`src/acq_cfg_pkg.sv`:
```
// shared constants for the acquisition polarity and configuration block
package acq_cfg_pkg;
	localparam int NUM_CELLS = 14;
	localparam int NUM_AUX   = 6;
	// register byte addresses
	localparam logic [7:0] ADDR_BIPOLAR   = 8'h00;
	localparam logic [7:0] ADDR_AUXREF    = 8'h04;
	localparam logic [7:0] ADDR_ACQCTRL   = 8'h08;
	localparam logic [7:0] ADDR_OPTIONS   = 8'h0C;
	localparam logic [7:0] ADDR_BIP_OV    = 8'h10;
	localparam logic [7:0] ADDR_BIP_UV    = 8'h14;
	localparam logic [7:0] ADDR_CELL_OV   = 8'h18;
	localparam logic [7:0] ADDR_CELL_UV   = 8'h1C;
	localparam logic [7:0] ADDR_CMP_HI    = 8'h20;
	localparam logic [7:0] ADDR_CMP_LO    = 8'h24;
	localparam logic [7:0] ADDR_STATUS    = 8'h28;
	localparam logic [7:0] ADDR_LATCHED   = 8'h2C;
	// acquisition control fields
	localparam int ACQ_TRIGGER_BIT = 0;
	localparam int ACQ_DONE_BIT    = 1;
	localparam int ACQ_TYPE_LSB    = 4;
	localparam int ACQ_INTERVAL_LSB = 8;
	localparam int ACQ_OVS_LSB     = 12;
	localparam int OPT_EXTREMES_BIT = 0;
	// reset values
	localparam logic [13:0] BIPOLAR_RST = 14'h0000;
	localparam logic [5:0]  AUXREF_RST  = 6'h00;
	localparam logic [15:0] LIMIT_RST   = 16'h0000;
	// code layout
	localparam int ADC_BITS = 14;
	localparam int CMP_BITS = 10;
	localparam logic [1:0] ADC_PAD = 2'h0;
	localparam logic [5:0] CMP_PAD = 6'h00;
	// acquisition run time in cycles (stand-in for the sequencer)
	localparam logic [7:0] ACQ_RUN_CYCLES = 8'h10;
	typedef enum logic [2:0] {
		ACQ_ADC       = 3'h0,
		ACQ_ADC_CMP   = 3'h1,
		ACQ_CMP       = 3'h2,
		ACQ_CAL       = 3'h3,
		ACQ_BAL_SHORT = 3'h4,
		ACQ_BAL_OPEN  = 3'h5,
		ACQ_ODD_OPEN  = 3'h6,
		ACQ_EVEN_OPEN = 3'h7
	} acq_type_t;
	typedef enum logic [1:0] {
		ST_IDLE = 2'b00,
		ST_RUN  = 2'b01,
		ST_DONE = 2'b11
	} acq_state_t;
endpackage : acq_cfg_pkg

```
`src/acquisition_polarity_config.sv`:
```
// acquisition polarity configuration and result coding with Wishbone slave
// Functional notes
// - one bipolar select bit per cell
// - unipolar 0..5V maps 0000h..3FFFh
// - bipolar -2.5..2.5V maps 0000h..3FFFh
// - result code in bits 15:2
// - diagnostics force polarity over select bits
// - six aux reference bits, unipolar scaling
// - comparator skips bipolar cells
// - threshold code left aligned, FFC0h max
// - acquisition type selects eight operations
// - sample interval for converter/comparator types
// - diag type write sets switches immediately
// - reset clears all bipolar bits
// - bipolar faults masked in switch diagnostics
// - option bit includes bipolar in extremes
// - bipolar cells use bipolar limits
// - no comparator alerts for bipolar cells
// - trigger self clears, done flag sets
// - type writes ignored while done set
//
// The implementer's own choices: the Wishbone slave port and the placing of the registers.
`timescale 1ns/1ps
module acquisition_polarity_config (
	input  wire logic                              clk_i,
	input  wire logic                              rst_i,
	input  wire logic                              wb_cyc_i,
	input  wire logic                              wb_stb_i,
	input  wire logic                              wb_we_i,
	input  wire logic [7:0]                        wb_adr_i,
	input  wire logic [3:0]                        wb_sel_i,
	input  wire logic [31:0]                       wb_dat_i,
	output logic      [31:0]                       wb_dat_o,
	output logic                                   wb_ack_o,
	// converter side: cell under conversion and its raw code
	input  wire logic                              conv_valid_i,
	input  wire logic [3:0]                        conv_cell_i,
	input  wire logic [acq_cfg_pkg::ADC_BITS-1:0]  conv_code_i,
	input  wire logic                              diag_force_i,
	input  wire logic                              diag_force_bipolar_i,
	input  wire logic                              cmp_valid_i,
	input  wire logic [3:0]                        cmp_cell_i,
	input  wire logic [acq_cfg_pkg::CMP_BITS-1:0]  cmp_code_i,
	input  wire logic                              balsw_fault_i,
	input  wire logic                              acq_complete_i,
	output logic      [15:0]                       cell_result_o,
	output logic                                   cell_result_valid_o,
	output logic                                   conv_bipolar_o,
	output logic      [acq_cfg_pkg::NUM_AUX-1:0]   aux_reference_sel_o,
	output logic                                   cmp_skip_o,
	output logic                                   overvoltage_alert_o,
	output logic                                   undervoltage_alert_o,
	output logic                                   comparator_overvoltage_alert_o,
	output logic                                   comparator_undervoltage_alert_o,
	output logic                                   extreme_candidate_o,
	output logic                                   balsw_fault_o,
	output logic      [2:0]                        acquisition_type_sel_o,
	output logic      [2:0]                        balance_switch_diag_o,
	output logic                                   interval_enable_o,
	output logic      [3:0]                        sample_interval_sel_o,
	output logic      [2:0]                        oversample_count_o,
	output logic                                   acq_busy_o
);
	import acq_cfg_pkg::*;

	logic [13:0]  cell_bipolar_ctrl_reg;
	logic [5:0]   aux_reference_ctrl_reg;
	acq_type_t    acq_type_reg;
	logic [3:0]   interval_reg;
	logic [2:0]   ovs_reg;
	logic         done_reg;
	logic         extremes_include_bipolar;
	logic [15:0]  bip_ov_reg;
	logic [15:0]  bip_uv_reg;
	logic [15:0]  cell_ov_reg;
	logic [15:0]  cell_uv_reg;
	logic [15:0]  cmp_hi_reg;
	logic [15:0]  cmp_lo_reg;
	logic [13:0]  bipolar_latch_reg;
	logic [5:0]   aux_latch_reg;
	acq_state_t   state_reg;
	logic [7:0]   run_cnt_reg;

	wire bus_req   = wb_cyc_i && wb_stb_i && !wb_ack_o;
	wire bus_wr    = bus_req && wb_we_i;
	wire wr_lo     = bus_wr && wb_sel_i[0];
	wire wr_hi     = bus_wr && wb_sel_i[1];
	wire sel_bip   = (wb_adr_i == ADDR_BIPOLAR);
	wire sel_aux   = (wb_adr_i == ADDR_AUXREF);
	wire sel_ctl   = (wb_adr_i == ADDR_ACQCTRL);
	wire sel_opt   = (wb_adr_i == ADDR_OPTIONS);
	wire trig_wr   = wr_lo && sel_ctl && wb_dat_i[ACQ_TRIGGER_BIT];
	// done bit is write-one-to-clear
	wire done_clr  = wr_lo && sel_ctl && wb_dat_i[ACQ_DONE_BIT];
	wire type_wr   = wr_lo && sel_ctl && !done_reg;
	wire acq_start = trig_wr && (state_reg == ST_IDLE);
	wire acq_end   = (state_reg == ST_RUN) && (acq_complete_i || run_cnt_reg == 8'h00);
	wire busy      = (state_reg == ST_RUN);

	// per-cell latched polarity view for the running acquisition
	wire [13:0] bip_view = busy ? bipolar_latch_reg : cell_bipolar_ctrl_reg;
	wire [5:0]  aux_view = busy ? aux_latch_reg : aux_reference_ctrl_reg;
	wire        cell_in  = (conv_cell_i < 4'(NUM_CELLS));
	wire        cell_bip = cell_in && bip_view[conv_cell_i];
	// diagnostic polarity overrides the select bit
	wire        eff_bip  = diag_force_i ? diag_force_bipolar_i : cell_bip;
	// 14-bit code carries scaling for both ranges; mid-scale is zero for bipolar
	wire [15:0] result_w = {conv_code_i, ADC_PAD};
	wire        cmp_in   = (cmp_cell_i < 4'(NUM_CELLS));
	wire        cmp_bip  = cmp_in && bip_view[cmp_cell_i];
	wire        cmp_run  = (acq_type_reg == ACQ_ADC_CMP) || (acq_type_reg == ACQ_CMP);
	wire        cmp_skip = cmp_valid_i && cmp_bip;
	wire [15:0] cmp_word = {cmp_code_i, CMP_PAD};
	wire [15:0] ov_lim   = cell_bip ? bip_ov_reg : cell_ov_reg;
	wire [15:0] uv_lim   = cell_bip ? bip_uv_reg : cell_uv_reg;
	wire        ov_hit   = conv_valid_i && cell_in && (result_w > ov_lim);
	wire        uv_hit   = conv_valid_i && cell_in && (result_w < uv_lim);
	wire        cmp_ov   = cmp_valid_i && cmp_run && !cmp_bip && (cmp_word > cmp_hi_reg);
	wire        cmp_uv   = cmp_valid_i && cmp_run && !cmp_bip && (cmp_word < cmp_lo_reg);
	wire        extreme  = conv_valid_i && cell_in && (!cell_bip || extremes_include_bipolar);
	wire        diag_typ = acq_type_reg[2];
	wire        bal_fault = balsw_fault_i && diag_typ && conv_valid_i && !cell_bip;
	// free-run when interval field is zero, host then paces scans
	wire        interval_en = (acq_type_reg <= ACQ_CMP) && (interval_reg != 4'h0);

	wire [31:0] ctl_rd = {16'h0000, 1'b0, ovs_reg, interval_reg, 1'b0, acq_type_reg,
		2'b00, done_reg, 1'b0};
	wire [31:0] sts_rd = {30'h00000000, busy, done_reg};
	logic [31:0] rd_mux;
	always_comb begin
		if (sel_bip) begin
			rd_mux = {18'h00000, cell_bipolar_ctrl_reg};
		end else if (sel_aux) begin
			rd_mux = {26'h0000000, aux_reference_ctrl_reg};
		end else if (sel_ctl) begin
			rd_mux = ctl_rd; // trigger reads zero
		end else if (sel_opt) begin
			rd_mux = {31'h00000000, extremes_include_bipolar};
		end else if (wb_adr_i == ADDR_BIP_OV) begin
			rd_mux = {16'h0000, bip_ov_reg};
		end else if (wb_adr_i == ADDR_BIP_UV) begin
			rd_mux = {16'h0000, bip_uv_reg};
		end else if (wb_adr_i == ADDR_CELL_OV) begin
			rd_mux = {16'h0000, cell_ov_reg};
		end else if (wb_adr_i == ADDR_CELL_UV) begin
			rd_mux = {16'h0000, cell_uv_reg};
		end else if (wb_adr_i == ADDR_CMP_HI) begin
			rd_mux = {16'h0000, cmp_hi_reg};
		end else if (wb_adr_i == ADDR_CMP_LO) begin
			rd_mux = {16'h0000, cmp_lo_reg};
		end else if (wb_adr_i == ADDR_STATUS) begin
			rd_mux = sts_rd;
		end else if (wb_adr_i == ADDR_LATCHED) begin
			rd_mux = {10'h000, aux_latch_reg, 2'b00, bipolar_latch_reg};
		end else begin
			rd_mux = 32'h00000000;
		end
	end

	always_ff @(posedge clk_i) begin
		if (rst_i) begin
			wb_ack_o <= 1'b0;
			wb_dat_o <= 32'h00000000;
		end else begin
			wb_ack_o <= bus_req;
			wb_dat_o <= bus_req ? rd_mux : 32'h00000000;
		end
	end

	// 16-bit thresholds with byte lanes
	function automatic logic [15:0] lane16(input logic [15:0] old, input logic [31:0] d,
		input logic lo, input logic hi);
		lane16 = {hi ? d[15:8] : old[15:8], lo ? d[7:0] : old[7:0]};
	endfunction : lane16

	always_ff @(posedge clk_i) begin
		if (rst_i) begin
			cell_bipolar_ctrl_reg    <= BIPOLAR_RST;
			aux_reference_ctrl_reg   <= AUXREF_RST;
			extremes_include_bipolar <= 1'b0;
			bip_ov_reg  <= LIMIT_RST;
			bip_uv_reg  <= LIMIT_RST;
			cell_ov_reg <= LIMIT_RST;
			cell_uv_reg <= LIMIT_RST;
			cmp_hi_reg  <= LIMIT_RST;
			cmp_lo_reg  <= LIMIT_RST;
		end else begin
			if (sel_bip) begin
				cell_bipolar_ctrl_reg <= 14'(lane16({2'b00, cell_bipolar_ctrl_reg}, wb_dat_i,
					wr_lo, wr_hi));
			end
			if (sel_aux && wr_lo) begin
				aux_reference_ctrl_reg <= wb_dat_i[5:0];
			end
			if (sel_opt && wr_lo) begin
				extremes_include_bipolar <= wb_dat_i[OPT_EXTREMES_BIT];
			end
			if (wb_adr_i == ADDR_BIP_OV) bip_ov_reg <= lane16(bip_ov_reg, wb_dat_i, wr_lo, wr_hi);
			if (wb_adr_i == ADDR_BIP_UV) bip_uv_reg <= lane16(bip_uv_reg, wb_dat_i, wr_lo, wr_hi);
			if (wb_adr_i == ADDR_CELL_OV) cell_ov_reg <= lane16(cell_ov_reg, wb_dat_i, wr_lo, wr_hi);
			if (wb_adr_i == ADDR_CELL_UV) cell_uv_reg <= lane16(cell_uv_reg, wb_dat_i, wr_lo, wr_hi);
			// low six bits of comparator limits are not stored
			if (wb_adr_i == ADDR_CMP_HI) cmp_hi_reg <= lane16(cmp_hi_reg, wb_dat_i, wr_lo, wr_hi)
				& 16'hFFC0;
			if (wb_adr_i == ADDR_CMP_LO) cmp_lo_reg <= lane16(cmp_lo_reg, wb_dat_i, wr_lo, wr_hi)
				& 16'hFFC0;
		end
	end

	always_ff @(posedge clk_i) begin
		if (rst_i) begin
			acq_type_reg <= ACQ_ADC;
			interval_reg <= 4'h0;
			ovs_reg      <= 3'h0;
		end else if (type_wr) begin
			acq_type_reg <= acq_type_t'(wb_dat_i[ACQ_TYPE_LSB +: 3]);
			interval_reg <= wb_dat_i[ACQ_INTERVAL_LSB +: 4];
			ovs_reg      <= wb_dat_i[ACQ_OVS_LSB +: 3];
		end
	end

	always_ff @(posedge clk_i) begin
		if (rst_i) begin
			state_reg         <= ST_IDLE;
			run_cnt_reg       <= 8'h00;
			done_reg          <= 1'b0;
			bipolar_latch_reg <= BIPOLAR_RST;
			aux_latch_reg     <= AUXREF_RST;
		end else begin
			// completion wins over a same-cycle clear
			if (acq_end) begin
				done_reg <= 1'b1;
			end else if (done_clr) begin
				done_reg <= 1'b0;
			end
			case (state_reg)
				ST_IDLE: begin
					if (acq_start) begin
						state_reg         <= ST_RUN;
						run_cnt_reg       <= ACQ_RUN_CYCLES;
						bipolar_latch_reg <= cell_bipolar_ctrl_reg;
						aux_latch_reg     <= aux_reference_ctrl_reg;
					end
				end
				ST_RUN: begin
					run_cnt_reg <= run_cnt_reg - 8'h01;
					if (acq_end) begin
						state_reg <= ST_DONE;
					end
				end
				ST_DONE: state_reg <= ST_IDLE;
				default: state_reg <= ST_IDLE;
			endcase
		end
	end

	always_ff @(posedge clk_i) begin
		if (rst_i) begin
			cell_result_o                   <= 16'h0000;
			cell_result_valid_o             <= 1'b0;
			conv_bipolar_o                  <= 1'b0;
			aux_reference_sel_o             <= AUXREF_RST;
			cmp_skip_o                      <= 1'b0;
			overvoltage_alert_o             <= 1'b0;
			undervoltage_alert_o            <= 1'b0;
			comparator_overvoltage_alert_o  <= 1'b0;
			comparator_undervoltage_alert_o <= 1'b0;
			extreme_candidate_o             <= 1'b0;
			balsw_fault_o                   <= 1'b0;
			acquisition_type_sel_o          <= ACQ_ADC;
			balance_switch_diag_o           <= 3'h0;
			interval_enable_o               <= 1'b0;
			sample_interval_sel_o           <= 4'h0;
			oversample_count_o              <= 3'h0;
			acq_busy_o                      <= 1'b0;
		end else begin
			cell_result_o                   <= conv_valid_i ? result_w : cell_result_o;
			cell_result_valid_o             <= conv_valid_i;
			conv_bipolar_o                  <= eff_bip;
			aux_reference_sel_o             <= aux_view;
			cmp_skip_o                      <= cmp_skip;
			overvoltage_alert_o             <= ov_hit;
			undervoltage_alert_o            <= uv_hit;
			comparator_overvoltage_alert_o  <= cmp_ov;
			comparator_undervoltage_alert_o <= cmp_uv;
			extreme_candidate_o             <= extreme;
			balsw_fault_o                   <= bal_fault;
			acquisition_type_sel_o          <= acq_type_reg;
			// switches follow the register, not the trigger
			balance_switch_diag_o           <= diag_typ ? acq_type_reg : 3'h0;
			interval_enable_o               <= interval_en;
			sample_interval_sel_o           <= interval_reg;
			oversample_count_o              <= ovs_reg;
			acq_busy_o                      <= busy;
		end
	end
endmodule : acquisition_polarity_config

```
`config.mk`:
```
export PLATFORM = sky130hd
export DESIGN_NAME = acquisition_polarity_config
export DESIGN_NICKNAME = d
export VERILOG_FILES = /design/src/acq_cfg_pkg.sv /design/src/acquisition_polarity_config.sv
export SDC_FILE = /design/constraint.sdc
export NUM_CORES = 1
export LEC_CHECK = 0
export BUFFER_PORTS_ARGS = -buffer_cell sky130_fd_sc_hd__buf_4
export CAP_MARGIN = 20
export CORE_ASPECT_RATIO = 0.6
export CORE_MARGIN = 5
export CORE_UTILIZATION = 48
export DETAILED_ROUTE_END_ITERATION = 8
export PLACE_DENSITY = 0.72
export SLEW_MARGIN = 20
export SYNTH_ARGS = -nofsm -noshare
export SYNTH_HDL_FRONTEND = slang
export SYNTH_SLANG_ARGS = --single-unit
```
`constraint.sdc`:
```
create_clock -name clk_i -period 4.5 [get_ports clk_i]
set_input_delay 0.45 -clock clk_i [delete_from_list [all_inputs] [get_ports clk_i]]
set_output_delay 0.45 -clock clk_i [all_outputs]
set_load 0.1 [all_outputs]
```
# Yosys cells after proc, flatten, opt, wreduce, memory -nomap -nowiden
# Index checks and enable logic that the tools add are counted.
[totals] register_bits=223 latchBits=0 ramBits=0 rom_bits=0 inputBits=87 output_inout_bits=79 word_cells=170 n_memories=0
[classes] addsub=1 multipliers=0 div=0 magnitude_cmp=9 n_eq_ne=16 n_shift=0 n_mux=29 bitwise=3 reduce_logical=64
[op_table] op="16-bit two-way mux" count=9
[op_table] op="14-bit two-way mux" count=4
[op_table] op="2-bit AND reduction" count=17
[op_table] op="8-bit by 5-bit == test with 1-bit output (second input constant)" count=4
[op_table] op="8-bit by 6-bit == test with 1-bit output (second input constant)" count=4
[op_table] op="16-bit > comparator" count=2
[op_table] op="16-bit < comparator" count=2
[op_table] op="15-bit two-way mux" count=2
[op_table] op="1-bit logical AND" count=28
[op_table] op="8-bit by 4-bit == test with 1-bit output (second input constant)" count=2
[op_table] op="8-bit zero test" count=2
[op_table] op="8-bit case mux with 2 select lines" count=1
[op_table] op="14-bit OR reduction" count=1
[op_table] op="13-bit OR reduction" count=1
[op_table] op="4-bit by 5-bit < comparator with 1-bit output (second input constant)" count=2
[op_table] op="1-bit binary-select mux with 4-bit select" count=2
[op_table] op="8-bit by 3-bit == test with 1-bit output (second input constant)" count=1
[op_table] op="4-bit < comparator (second input constant)" count=2
[op_table] op="8-bit two-way mux" count=1
[op_table] op="8-bit by 1-bit subtractor with 8-bit output (second input constant)" count=1
[op_table] op="6-bit two-way mux" count=1
[op_table] op="6-bit OR reduction" count=1
[op_table] op="1-bit two-way mux" count=5
[op_table] op="1-bit zero test" count=4
[op_table] op="15 further kinds" count=23

# Longest topological paths before layout
# Gate-level depths: netlist (run 1).
[logic_depth] depth_word=13 ltp_mapped=16 ltp_nobuf=13

# Worst setup path before layout (run 1)
# Ideal clock, no wire load.
[synth_path] kind="input to register" from="input conv_cell_i[0]" to="register undervoltage_alert_o" t_arrival_ns=4.199 slack_ns=0.206 stages=14 cell_sequence="clkbuf_1 > mux4_2 > o2bb2ai_1 > a221oi_2 > nor2_1 > buf_2 > mux2i_1 > ha_1 > and4_1 > a2111oi_2 > o311ai_1 > or4b_1 > or4_1 > o311ai_1"
[synth_between] elab_chain_len=6
[synth_lines] element="from (decl)" line="acquisition_polarity_config.sv:37" source="input wire logic [3:0] conv_cell_i,"
[synth_lines] element="1-bit binary-select mux with 4-bit select" line="acquisition_polarity_config.sv:104" source="wire cell_bip = cell_in && bip_view[conv_cell_i];"
[synth_lines] element="1-bit two-way mux (not written as such)" line="acquisition_polarity_config.sv:104"
[synth_lines] element="1-bit logical AND" line="acquisition_polarity_config.sv:104"
[synth_lines] element="16-bit two-way mux" line="acquisition_polarity_config.sv:115" source="wire [15:0] uv_lim = cell_bip ? bip_uv_reg : cell_uv_reg;"
[synth_lines] element="16-bit < comparator" line="acquisition_polarity_config.sv:117" source="wire uv_hit = conv_valid_i && cell_in && (result_w < uv_lim);"
[synth_lines] element="1-bit logical AND (*)" line="acquisition_polarity_config.sv:117"
[synth_lines] element="to (signal assigned)" line="acquisition_polarity_config.sv:283" source="undervoltage_alert_o <= uv_hit;"
[synth_lines] element="to (decl)" line="acquisition_polarity_config.sv:52" source="output logic undervoltage_alert_o,"
# Mark *: on every way between the ends. The rest lies on a longest branch, timed or not. The select of a mux whose other input is x is not followed.
# A chain may end at the register's enable or synchronous reset.

# Worst setup path in the final report (run 1)
[layout_path] from="register state_reg[0]" to="register undervoltage_alert_o"
[layout_between] elab_chain_len=8
[layout_lines] element="from (decl)" line="acquisition_polarity_config.sv:81" source="acq_state_t state_reg;"
[layout_lines] element="from (signal assigned)" line="acquisition_polarity_config.sv:224" source="state_reg <= ST_IDLE;"
[layout_lines] element="from (signal assigned)" line="acquisition_polarity_config.sv:239" source="state_reg <= ST_RUN;"
[layout_lines] element="from (signal assigned)" line="acquisition_polarity_config.sv:248" source="state_reg <= ST_DONE;"
[layout_lines] element="2-bit by 1-bit == test with 1-bit output" line="acquisition_polarity_config.sv:98" source="wire busy = (state_reg == ST_RUN);"
[layout_lines] element="14-bit two-way mux" line="acquisition_polarity_config.sv:101" source="wire [13:0] bip_view = busy ? bipolar_latch_reg : cell_bipolar_ctrl_reg;"
[layout_lines] element="1-bit binary-select mux with 4-bit select" line="acquisition_polarity_config.sv:104"
[layout_lines] element="1-bit two-way mux (not written as such)" line="acquisition_polarity_config.sv:104"
[layout_lines] element="1-bit logical AND" line="acquisition_polarity_config.sv:104"
[layout_lines] element="16-bit two-way mux" line="acquisition_polarity_config.sv:115"
[layout_lines] element="16-bit < comparator" line="acquisition_polarity_config.sv:117"
[layout_lines] element="1-bit logical AND" line="acquisition_polarity_config.sv:117"
# Every way passes these cells. The select of a mux whose other input is x is not followed.

==> flow_metrics.py, run 1 <==
metrics = {
    "status": {
        "status": "finished, final reports clean",
    },
    "finish": {
        "antenna_cells": 0,
        "nFillCells": 1908,
        "largest_reg_flops": 22,
        "postLayoutCellArea_sq_mm": 0.01242,
        "areaGrowthSynthToFinish_pct": 18.84,
        "drive_gt1_share_pct": 16.90,
        "fin_nets": 1458,
        "top_register": "wb_dat_o",
        "fin_util_pct": 58.50,
    },
    "timing": {
        "slew_headroom_pct": 26.16,
        "fin_hold_ws_ns": 0.1708,
        "skew_ns": 0.01525,
        "setup_violations": 0,
        "drv_slew": 0,
        "post-route-min-period_ns": 4.319,
        "fmax_mhz": 231.5,
        "fin_crit_sh_pct": 95.98,
        "hold_violations": 0,
        "worst_pin_slew_ns": 1.104,
        "tns_ns": 0,
    },
    "yosys": {
        "yosys.cell_count.top_type": "dfxtp_1",
        "synth.top_cell.area_share_pct": 40.60,
        "synth_edf_count": 0,
        "synth_cell_types": 72,
        "ys_warn_count": 0,
        "syn_avg_cell_area_sq_um": 8.611,
        "postSynthRegisterBits": 212,
        "syn-cell-area_sq_mm": 0.01045,
        "synth.area.top_cells": "dfxtp_1 41%, mux2i_1 12%, nand2_1 6.5%, ha_1 5.9%, a21oi_1 5.7%",
        "synth.top_cells.by_count": "212 x dfxtp_1, 180 x nand2_1, 140 x nor2_1",
        "yosysSeqAreaShare_pct": 40.60,
        "yosysTopAreaCell": "dfxtp_1",
        "synthArstFlopShare_pct": 0,
        "synthFlopType": "dfxtp_1",
        "syn_inst": 1214,
    },
    "route": {
        "drt-total-wl_um": 33880,
        "drcViolationCount": 0,
        "first_pass_iters": 5,
        "drtIter0Drc": 1011,
        "wl_per_cell_um": 20.97,
        "via_per_inst": 5.851,
        "via_count": 9455,
        "detail-route-antenna-nets": 0,
    },
    "pwr": {
        "peakVddDrop_uv": 243.6,
        "p_total_mw": 4.252,
        "power_density_mw_per_mm2": 342.2,
        "seqPwrFrac_pct": 44.5,
        "power_frac_comb_pct": 10.3,
        "swShare_pct": 25.50,
        "p_int_mw": 3.168,
        "p_leak_nw": 4.976,
        "p_switching_mw": 1.084,
        "clkPwrFrac_pct": 45.2,
    },
    "clocking": {
        "postCtsSetupBuffers": 0,
        "htree_num_levels": 1,
        "tritoncts": "built",
        "numCtsBuffers": 21,
        "path_clk_slew_ns": 0.07,
        "clock_sinks": 212,
        "cts.repair.resized": 0,
        "cts_root_buf": "clkbuf_16",
        "ctsHoldBuffers": 0,
        "clk_latency_ns": 0.51,
        "clock_path_buffers": 3,
    },
    "critical_path": {
        "path_cells": "nor2b_2 > buf_4 > mux2i_1 > o2bb2ai_1 > a221oi_2 > nor2_4 > mux2i_1 > ha_1 > and4_1 > a2111oi_4 > o311ai_2 > or4b_1 > or4_1 > o311ai_1",
        "critPathBufInv": 1,
        "crit_family": "simple AND/OR/NAND/NOR gates",
        "critPathMaxStageDelay_ns": 0.54,
        "end_kind": "flip-flop",
        "crit_path_start_kind": "flip-flop",
        "crit_arrival_ns": 4.74,
        "crit_required_ns": 4.92,
        "crit_fanout": 8,
        "path_class": "flip-flop to flip-flop",
        "slowest_stage": "or4b_1",
        "crit_top_cell": "mux2i_1",
    },
    "floorplan": {
        "core_sq_mm": 0.02124,
        "io_pins": 166,
        "fp.dieW_um": 200.5,
        "row_count": 41,
        "dieArea_sq_mm": 0.02493,
        "start_util_pct": 49.22,
        "dieHeight_um": 124.3,
    },
    "global_routing": {
        "antenna_found_initial": 1,
        "overflow": 0,
        "grt_pass1_wl_um": 51920,
        "grt_max_degree": 70,
        "grt_use_total_pct": 25.73,
        "grt_pass1_vias": 8881,
    },
    "run": {
        "drv_cap": 0,
    },
    "placed_design": {
        "port_buffers": 135,
        "gp_congestion": 0.9609,
        "hpwl_um": 25270,
        "dpl_cell_area_sq_mm": 0.01164,
    },
    "hold_path": {
        "min_path_type": "input pin to flip-flop",
    },
}
logic make-up (layout without fill, tap and decap cells):
| group | after synthesis | count (layout) | synth area share [%] |
|---|---|---|---|
| and+or+nand+nor | 446 | 446 | 19.52 |
| AOI/OAI and AO/OA | 249 | 249 | 14.75 |
| DFF | 212 | 212 | 40.60 |
| muxes | 142 | 142 | 14.30 |
| buffers and inverters | 112 | 224 | 4.680 |
| adders and majority gates | 49 | 49 | 5.865 |
| xor gates and xnor gates | 3 | 3 | 0.2514 |
| other | 1 | 12 | 0.03587 |
per-layer routing:
metal	part of all wire, %	GRT usage, %	wire, um
met1	47	38.65	15910
met2	41	37.34	13910
met3	9.8	6.740	3327
met4	2.1	4.731	719
met5	0.038	0	13
final cells by class:
class / count / area (sq um) / share of cell area [%]
clock inverters: 11 / 163.9 / 1.319
repair buffers: 154 / 1156 / 9.306
clock buffers: 27 / 588.1 / 4.734
flip-flops and latches: 212 / 4245 / 34.17
multi-input cells: 901 / 5801 / 46.69
inverters: 32 / 120.1 / 0.9669
well taps: 279 / 349.1 / 2.810
final timing paths:
check                              start                              end  slack, ns  depth (start not counted)
min                        cmp_cell_i[2]            cmp_skip_o$_SDFF_PP0_       0.17                          2
max            state_reg[0]$_SDFFE_PP0P_  undervoltage_alert_o$_SDFF_PP0_       0.18                         14
min reg2reg  bip_uv_reg[13]$_SDFFE_PP0P_      bip_uv_reg[13]$_SDFFE_PP0P_       0.46                          2
max reg2reg    state_reg[0]$_SDFFE_PP0P_  undervoltage_alert_o$_SDFF_PP0_       0.18                         14
cells in the final DEF, fill, tap and decap left out, drive strengths merged, types with 23 or more instances in the layout:
| master | synthesis | final |
|---|---|---|
| clkbuf | 52 | 27 |
| inv | 32 | 33 |
| o21ai | 33 | 33 |
| buf | 28 | 154 |
| nand3 | 23 | 23 |
| nor2 | 141 | 141 |
| mux2i | 128 | 128 |
| nand2 | 181 | 181 |
| ha | 49 | 49 |
| dfxtp | 212 | 212 |
| a21oi | 120 | 120 |
stage by stage:
step / instances / setup WS (ns)
6_report: 1616 / 0.1810
5_1_grt: 1616 / -0.01652
3_3_place_gp: 1578 / 0.2225
3_5_place_dp: 1578 / 0.1648
2_1_floorplan: 1225 / 0.2057
4_1_cts: 1616 / 0.1231
power by group through the flow:
stage	combinational [mW]	sequential [mW]	clock, mW
6_report	0.439	1.89	1.92
3_3_place_gp	0.425	1.93	0
2_1_floorplan	0.209	2.01	0
5_1_grt	0.462	1.89	2.02
4_1_cts	0.430	1.89	1.94
3_5_place_dp	0.428	1.93	0
No activity file was read; power rests on OpenSTA's default activity.
==> run 2, diff against run 1 <==
--- a/config.mk
+++ b/config.mk
@@ -11,6 +11,7 @@
 export CORE_MARGIN = 5
 export CORE_UTILIZATION = 48
 export DETAILED_ROUTE_END_ITERATION = 8
+export GPL_TIMING_DRIVEN = 0
 export PLACE_DENSITY = 0.72
 export SLEW_MARGIN = 20
 export SYNTH_ARGS = -nofsm -noshare
==> flow_metrics.py, run 2 (same netlist as run 1, synthesis figures left out) <==
metrics = {
    "placed_design": {
        "dp_cells": 1630,
        "dpl_cell_area_sq_mm": 0.01179,
        "place_ws_ns": -0.8243,
        "hpwl_um": 28580,
        "port_buffers": 125,
        "gp_congestion": 0.9941,
    },
    "route": {
        "drtIter0Drc": 1021,
        "via_count": 9984,
        "drcViolationCount": 0,
        "wl_per_cell_um": 22.32,
        "detail-route-antenna-nets": 0,
        "first_pass_iters": 5,
        "via_per_inst": 5.961,
        "drt-total-wl_um": 37390,
    },
    "critical_path": {
        "crit_path_start_kind": "flip-flop",
        "critPathMaxStageDelay_ns": 0.55,
        "crit_fanout": 10,
        "rr_worst_depth": 16,
        "crit_family": "simple AND/OR/NAND/NOR gates",
        "crit_required_ns": 4.90,
        "slowest_stage": "or4b_1",
        "r2r_start": "state_reg[1]$_SDFFE_PP0P_",
        "end_kind": "flip-flop",
        "crit_arrival_ns": 4.78,
        "reg2reg_slack_ns": 0.12,
        "path_class": "flip-flop to flip-flop",
        "path_depth": 16,
        "crit_path_start": "state_reg[1]$_SDFFE_PP0P_",
        "path_cells": "clkbuf_4 > nand2b_4 > buf_4 > a2111oi_1 > o21ai_0 > nand4_1 > nor2_2 > buf_6 > mux2i_1 > ha_1 > and4_1 > a2111oi_4 > o311ai_2 > or4b_1 > or4_1 > o311ai_1",
        "critPathBufInv": 3,
    },
    "clocking": {
        "clk_latency_ns": 0.51,
        "tritoncts": "built",
        "numCtsBuffers": 20,
        "clock_sinks": 212,
        "ctsHoldBuffers": 0,
        "cts_root_buf": "clkbuf_16",
        "htree_num_levels": 1,
        "clock_path_buffers": 3,
        "path_clk_slew_ns": 0.07,
    },
    "timing": {
        "setup_violations": 0,
        "worst_pin_slew_ns": 1.068,
        "final.setup.worst_slack_ns": 0.1224,
        "skew_ns": 0.01553,
        "post-route-min-period_ns": 4.378,
        "fmax_mhz": 228.4,
        "fin_crit_sh_pct": 97.28,
        "hold_violations": 0,
        "drv_slew": 0,
        "slew_headroom_pct": 28.64,
    },
    "pwr": {
        "p_switching_mw": 1.099,
        "power_density_mw_per_mm2": 337.3,
        "p_total_mw": 4.292,
        "clkPwrFrac_pct": 44.7,
        "p_leak_nw": 5.082,
        "seqPwrFrac_pct": 44.1,
        "peakVddDrop_uv": 225.3,
        "p_int_mw": 3.193,
        "swShare_pct": 25.61,
        "power_frac_comb_pct": 11.2,
    },
    "finish": {
        "final_common_cell": "dfxtp_1",
        "fin_util_pct": 59.92,
        "mostFrequentLayoutCells": "211 x dfxtp_1, 180 x nand2_1, 153 x buf_4, 139 x nor2_1, 125 x mux2i_1",
        "antenna_cells": 0,
        "largest_reg_flops": 22,
        "ff_latch_area_sq_mm": 0.004245,
        "top_register": "wb_dat_o",
        "drive_gt1_share_pct": 16.76,
        "multi_input_comb_area_sq_mm": 0.005868,
        "postLayoutCellArea_sq_mm": 0.01273,
        "fin_nets": 1518,
        "final_cells": 1675,
        "nFillCells": 1949,
        "areaGrowthSynthToFinish_pct": 21.74,
    },
    "hold_path": {
        "min_path_type": "input pin to flip-flop",
        "min_from": "cmp_cell_i[2]",
        "min_path_cells": 2,
    },
    "floorplan": {
        "core_sq_mm": 0.02124,
        "io_pins": 166,
        "dieHeight_um": 124.3,
        "start_util_pct": 49.22,
        "row_count": 41,
        "dieArea_sq_mm": 0.02493,
        "fp.dieW_um": 200.5,
    },
    "global_routing": {
        "antenna_found_initial": 0,
        "grt_max_degree": 16,
        "grt_use_total_pct": 28.30,
        "grt_pass1_vias": 9605,
        "grt_pass1_wl_um": 56410,
        "overflow": 0,
    },
    "status": {
        "status": "finished, final reports clean",
    },
    "run": {
        "drv_cap": 0,
    },
}
[run 2: stage by stage]
| stage | hold slack (ns) | setup TNS [ns] |
|---|---|---|
| after floorplan | 0.4319 | 0 |
| after global placement | 0.4393 | -0.8209 |
| after detailed placement | 0.4561 | -0.8243 |
| after CTS | 0.1474 | 0 |
| after global routing | 0.1535 | -0.09223 |
| final | 0.1611 | 0 |
[run 2: worst paths after layout]
| kind | end |
|---|---|
| min reg2reg | aux_reference_sel_o[1]$_SDFF_PP0_ |
| min | cmp_skip_o$_SDFF_PP0_ |
| max reg2reg | undervoltage_alert_o$_SDFF_PP0_ |
| max | undervoltage_alert_o$_SDFF_PP0_ |
[run 2: worst register-to-register path, cell delays in order (launching register included)]
cell	delay, ns
dfxtp_1	0.33
clkbuf_4	0.19
nand2b_4	0.16
buf_4	0.18
a2111oi_1	0.10
o21ai_0	0.20
nand4_1	0.24
nor2_2	0.23
buf_6	0.17
mux2i_1	0.23
ha_1	0.28
and4_1	0.22
a2111oi_4	0.42
o311ai_2	0.20
or4b_1	0.55
or4_1	0.48
o311ai_1	0.10
[run 2: metal layers]
layer / vias up / GRT usage (%) / wire (um)
li1: 4590 / - / -
met1: 4761 / 42.89 / 17130
met2: 552 / 39.86 / 14960
met4: 0 / 7.643 / 1085
met3: 81 / 6.766 / 4206
met5: - / 0 / 0
[run 2: cell type report]
cell class              count  share of cell area [%]
repair buffers            135                   7.944
flip-flops and latches    212                   33.36
clock inverters             5                  0.9832
clock buffers              31                   4.818
inverters                  32                  0.9439
multi-input cells         901                   46.11
plain buffers              80                   3.097
well taps                 279                   2.743
[run 2: what timing repair did]
| action | CTS | global route |
|---|---|---|
| setup buffers | 4 | 5 |
| setup endpoints to repair | 1 | 1 |
| gates cloned | 0 | 0 |
| pin swaps | 3 | 4 |
| resized for setup | 11 | 23 |
[run 2: power groups by stage]
stage          clock, mW  combinational (mW)  sequential [mW]
2_1_floorplan          0               0.209             2.01
3_3_place_gp           0               0.445             1.93
3_5_place_dp           0               0.449             1.93
4_1_cts             1.93               0.461             1.89
5_1_grt             2.00               0.502             1.89
6_report            1.92               0.482             1.89
==> run 3, diff against run 2 <==
--- a/config.mk
+++ b/config.mk
@@ -7,7 +7,7 @@
 export LEC_CHECK = 0
 export BUFFER_PORTS_ARGS = -buffer_cell sky130_fd_sc_hd__buf_4
 export CAP_MARGIN = 20
-export CORE_ASPECT_RATIO = 0.6
+export CORE_ASPECT_RATIO = 0.7
 export CORE_MARGIN = 5
 export CORE_UTILIZATION = 48
 export DETAILED_ROUTE_END_ITERATION = 8
==> flow_metrics.py, run 3 (same netlist as run 1, synthesis figures left out) <==
metrics = {
    "status": {
        "status": "finished, final reports clean",
    },
    "finish": {
        "areaGrowthSynthToFinish_pct": 22.21,
        "drive_gt1_share_pct": 17.08,
        "top_register": "wb_dat_o",
        "final_common_cell": "dfxtp_1",
        "largest_reg_flops": 22,
        "fin_util_pct": 59.25,
        "antenna_cells": 0,
        "mostFrequentLayoutCells": "212 x dfxtp_1, 180 x nand2_1, 152 x buf_4, 139 x nor2_1, 124 x mux2i_1",
        "fin_nets": 1519,
    },
    "route": {
        "via_count": 9949,
        "first_pass_iters": 6,
        "detail-route-antenna-nets": 0,
        "drtIter0Drc": 1191,
        "wl_per_cell_um": 21.51,
        "via_per_inst": 5.919,
        "drt-total-wl_um": 36160,
        "drcViolationCount": 0,
    },
    "timing": {
        "drv_slew": 0,
        "setup_violations": 0,
        "fin_hold_ws_ns": 0.1523,
        "fmax_mhz": 228.2,
        "skew_ns": 0.008544,
        "hold_violations": 0,
        "fin_crit_sh_pct": 97.38,
        "worst_pin_slew_ns": 1.012,
        "slew_headroom_pct": 32.02,
        "post-route-min-period_ns": 4.382,
        "final.setup.worst_slack_ns": 0.1178,
    },
    "floorplan": {
        "core_sq_mm": 0.02156,
        "io_pins": 166,
        "start_util_pct": 48.48,
        "dieArea_sq_mm": 0.02488,
        "row_count": 45,
        "dieHeight_um": 133.5,
        "fp.dieW_um": 186.4,
    },
    "pwr": {
        "p_switching_mw": 1.131,
        "seqPwrFrac_pct": 43.7,
        "peakVddDrop_uv": 215.7,
        "power_frac_comb_pct": 11.1,
        "p_total_mw": 4.332,
        "power_density_mw_per_mm2": 339.1,
        "p_int_mw": 3.201,
        "clkPwrFrac_pct": 45.2,
        "swShare_pct": 26.11,
        "p_leak_nw": 5.090,
    },
    "clocking": {
        "numCtsBuffers": 22,
        "clock_sinks": 212,
        "clk_latency_ns": 0.51,
        "ctsHoldBuffers": 0,
        "tritoncts": "built",
        "htree_num_levels": 1,
        "path_clk_slew_ns": 0.07,
        "clock_path_buffers": 3,
        "cts_root_buf": "clkbuf_16",
    },
    "critical_path": {
        "crit_required_ns": 4.91,
        "reg2reg_slack_ns": 0.12,
        "end_kind": "flip-flop",
        "crit_path_start_kind": "flip-flop",
        "rr_worst_depth": 15,
        "r2r_start": "state_reg[0]$_SDFFE_PP0P_",
        "critPathMaxStageDelay_ns": 0.54,
        "path_class": "flip-flop to flip-flop",
        "critPathBufInv": 2,
        "crit_family": "simple AND/OR/NAND/NOR gates",
        "crit_fanout": 7,
        "crit_arrival_ns": 4.80,
        "slowest_stage": "or4b_1",
        "reg2reg_to": "undervoltage_alert_o$_SDFF_PP0_",
        "path_cells": "nor2b_1 > buf_6 > mux4_2 > o2bb2ai_1 > a221oi_4 > nor2_4 > buf_6 > mux2i_4 > ha_4 > and4_1 > a2111oi_4 > o311ai_2 > or4b_1 > or4_1 > o311ai_1",
        "crit_top_cell": "buf_6",
    },
    "hold_path": {
        "min_path_cells": 2,
        "worstHoldEndpoint": "cmp_skip_o$_SDFF_PP0_",
        "min_from": "cmp_cell_i[2]",
        "min_path_type": "input pin to flip-flop",
    },
    "placed_design": {
        "gp_congestion": 0.9710,
        "hpwl_um": 27580,
        "port_buffers": 125,
        "place_ws_ns": -0.7083,
    },
    "global_routing": {
        "grt_max_degree": 15,
        "antenna_found_initial": 0,
        "grt_use_met2_pct": 38.64,
        "overflow": 0,
        "met3_usage_pct": 6.391,
        "grt_use_met1_pct": 41.90,
        "grt_pass1_wl_um": 54870,
        "grt_use_total_pct": 27.74,
        "grt-busiest-layer": "met1",
        "grt_pass1_vias": 9414,
    },
    "run": {
        "drv_cap": 0,
    },
}
[run 3: changes by cell type in the layout (fill, tap and decap cells not counted), moves of 2 or more]
| cell | before | now |
|---|---|---|
| clkinvlp_4 | 0 | 4 |
| clkbuf_1 | 55 | 52 |
| clkinv_2 | 1 | 4 |
| clkbuf_16 | 21 | 23 |
[run 3: per-stage QoR]
step | setup TNS (ns) | instances | cell area, sq um
3_5_place_dp | -0.7083 | 1632 | 11790
6_report | 0 | 1681 | 12780
4_1_cts | 0 | 1675 | 12670
2_1_floorplan | 0 | 1225 | 10500
5_1_grt | -0.02830 | 1681 | 12780
3_3_place_gp | -0.7454 | 1632 | 11790
[run 3: final cells by class]
class                           count  area (sq um)
Buffer                             80         395.4
Timing Repair Buffer              134          1006
Clock inverter                     11         140.1
Fill cell                        1918          8788
Sequential cell                   212          4244
Multi-Input combinational cell    901          5879
Inverter                           32         120.1
Clock buffer                       29         638.1
Tap cell                          282         352.8
[run 3: how the worst max path moves through the flow]
stage	start	endpoint	slack (ns)	cells past startpoint
6_report	state_reg[0]$_SDFFE_PP0P_	undervoltage_alert_o$_SDFF_PP0_	0.12	15
5_1_grt	state_reg[0]$_SDFFE_PP0P_	undervoltage_alert_o$_SDFF_PP0_	-0.03	15
4_1_cts	state_reg[1]$_SDFFE_PP0P_	undervoltage_alert_o$_SDFF_PP0_	0.01	17
3_5_place_dp	state_reg[1]$_SDFFE_PP0P_	undervoltage_alert_o$_SDFF_PP0_	-0.71	16
3_3_place_gp	conv_cell_i[0]	undervoltage_alert_o$_SDFF_PP0_	-0.75	14
2_1_floorplan	conv_cell_i[0]	undervoltage_alert_o$_SDFF_PP0_	0.21	14
[run 3: worst reg2reg max path, stage by stage, from the launching register on]
cell       delay, ns
dfxtp_1         0.40
nor2b_1         0.19
buf_6           0.18
mux4_2          0.30
o2bb2ai_1       0.17
a221oi_4        0.45
nor2_4          0.10
buf_6           0.15
mux2i_4         0.21
ha_4            0.25
and4_1          0.22
a2111oi_4       0.38
o311ai_2        0.18
or4b_1          0.54
or4_1           0.47
o311ai_1        0.10
[run 3: power groups by stage]
stage | logic [mW] | registers (mW) | clock network (mW)
after floorplan | 0.209 | 2.01 | 0
after global placement | 0.444 | 1.93 | 0
after detailed placement | 0.448 | 1.93 | 0
after CTS | 0.461 | 1.89 | 1.98
after global routing | 0.504 | 1.89 | 2.06
final | 0.481 | 1.89 | 1.96
[run 3: metal layers]
layer / vias to the layer above / wire length (um)
met2: 537 / 14400
met3: 80 / 4008
met5: - / 0
met4: 0 / 1264
li1: 4609 / -
met1: 4723 / 16490
[run 3: what timing repair did]
item,in CTS,in global routing
buffers inserted,3,6
cloned,0,0
setup endpoints to repair,1,1
pin swaps,2,2
gates resized for setup,18,15
endpoints found under the hold margin,0,0
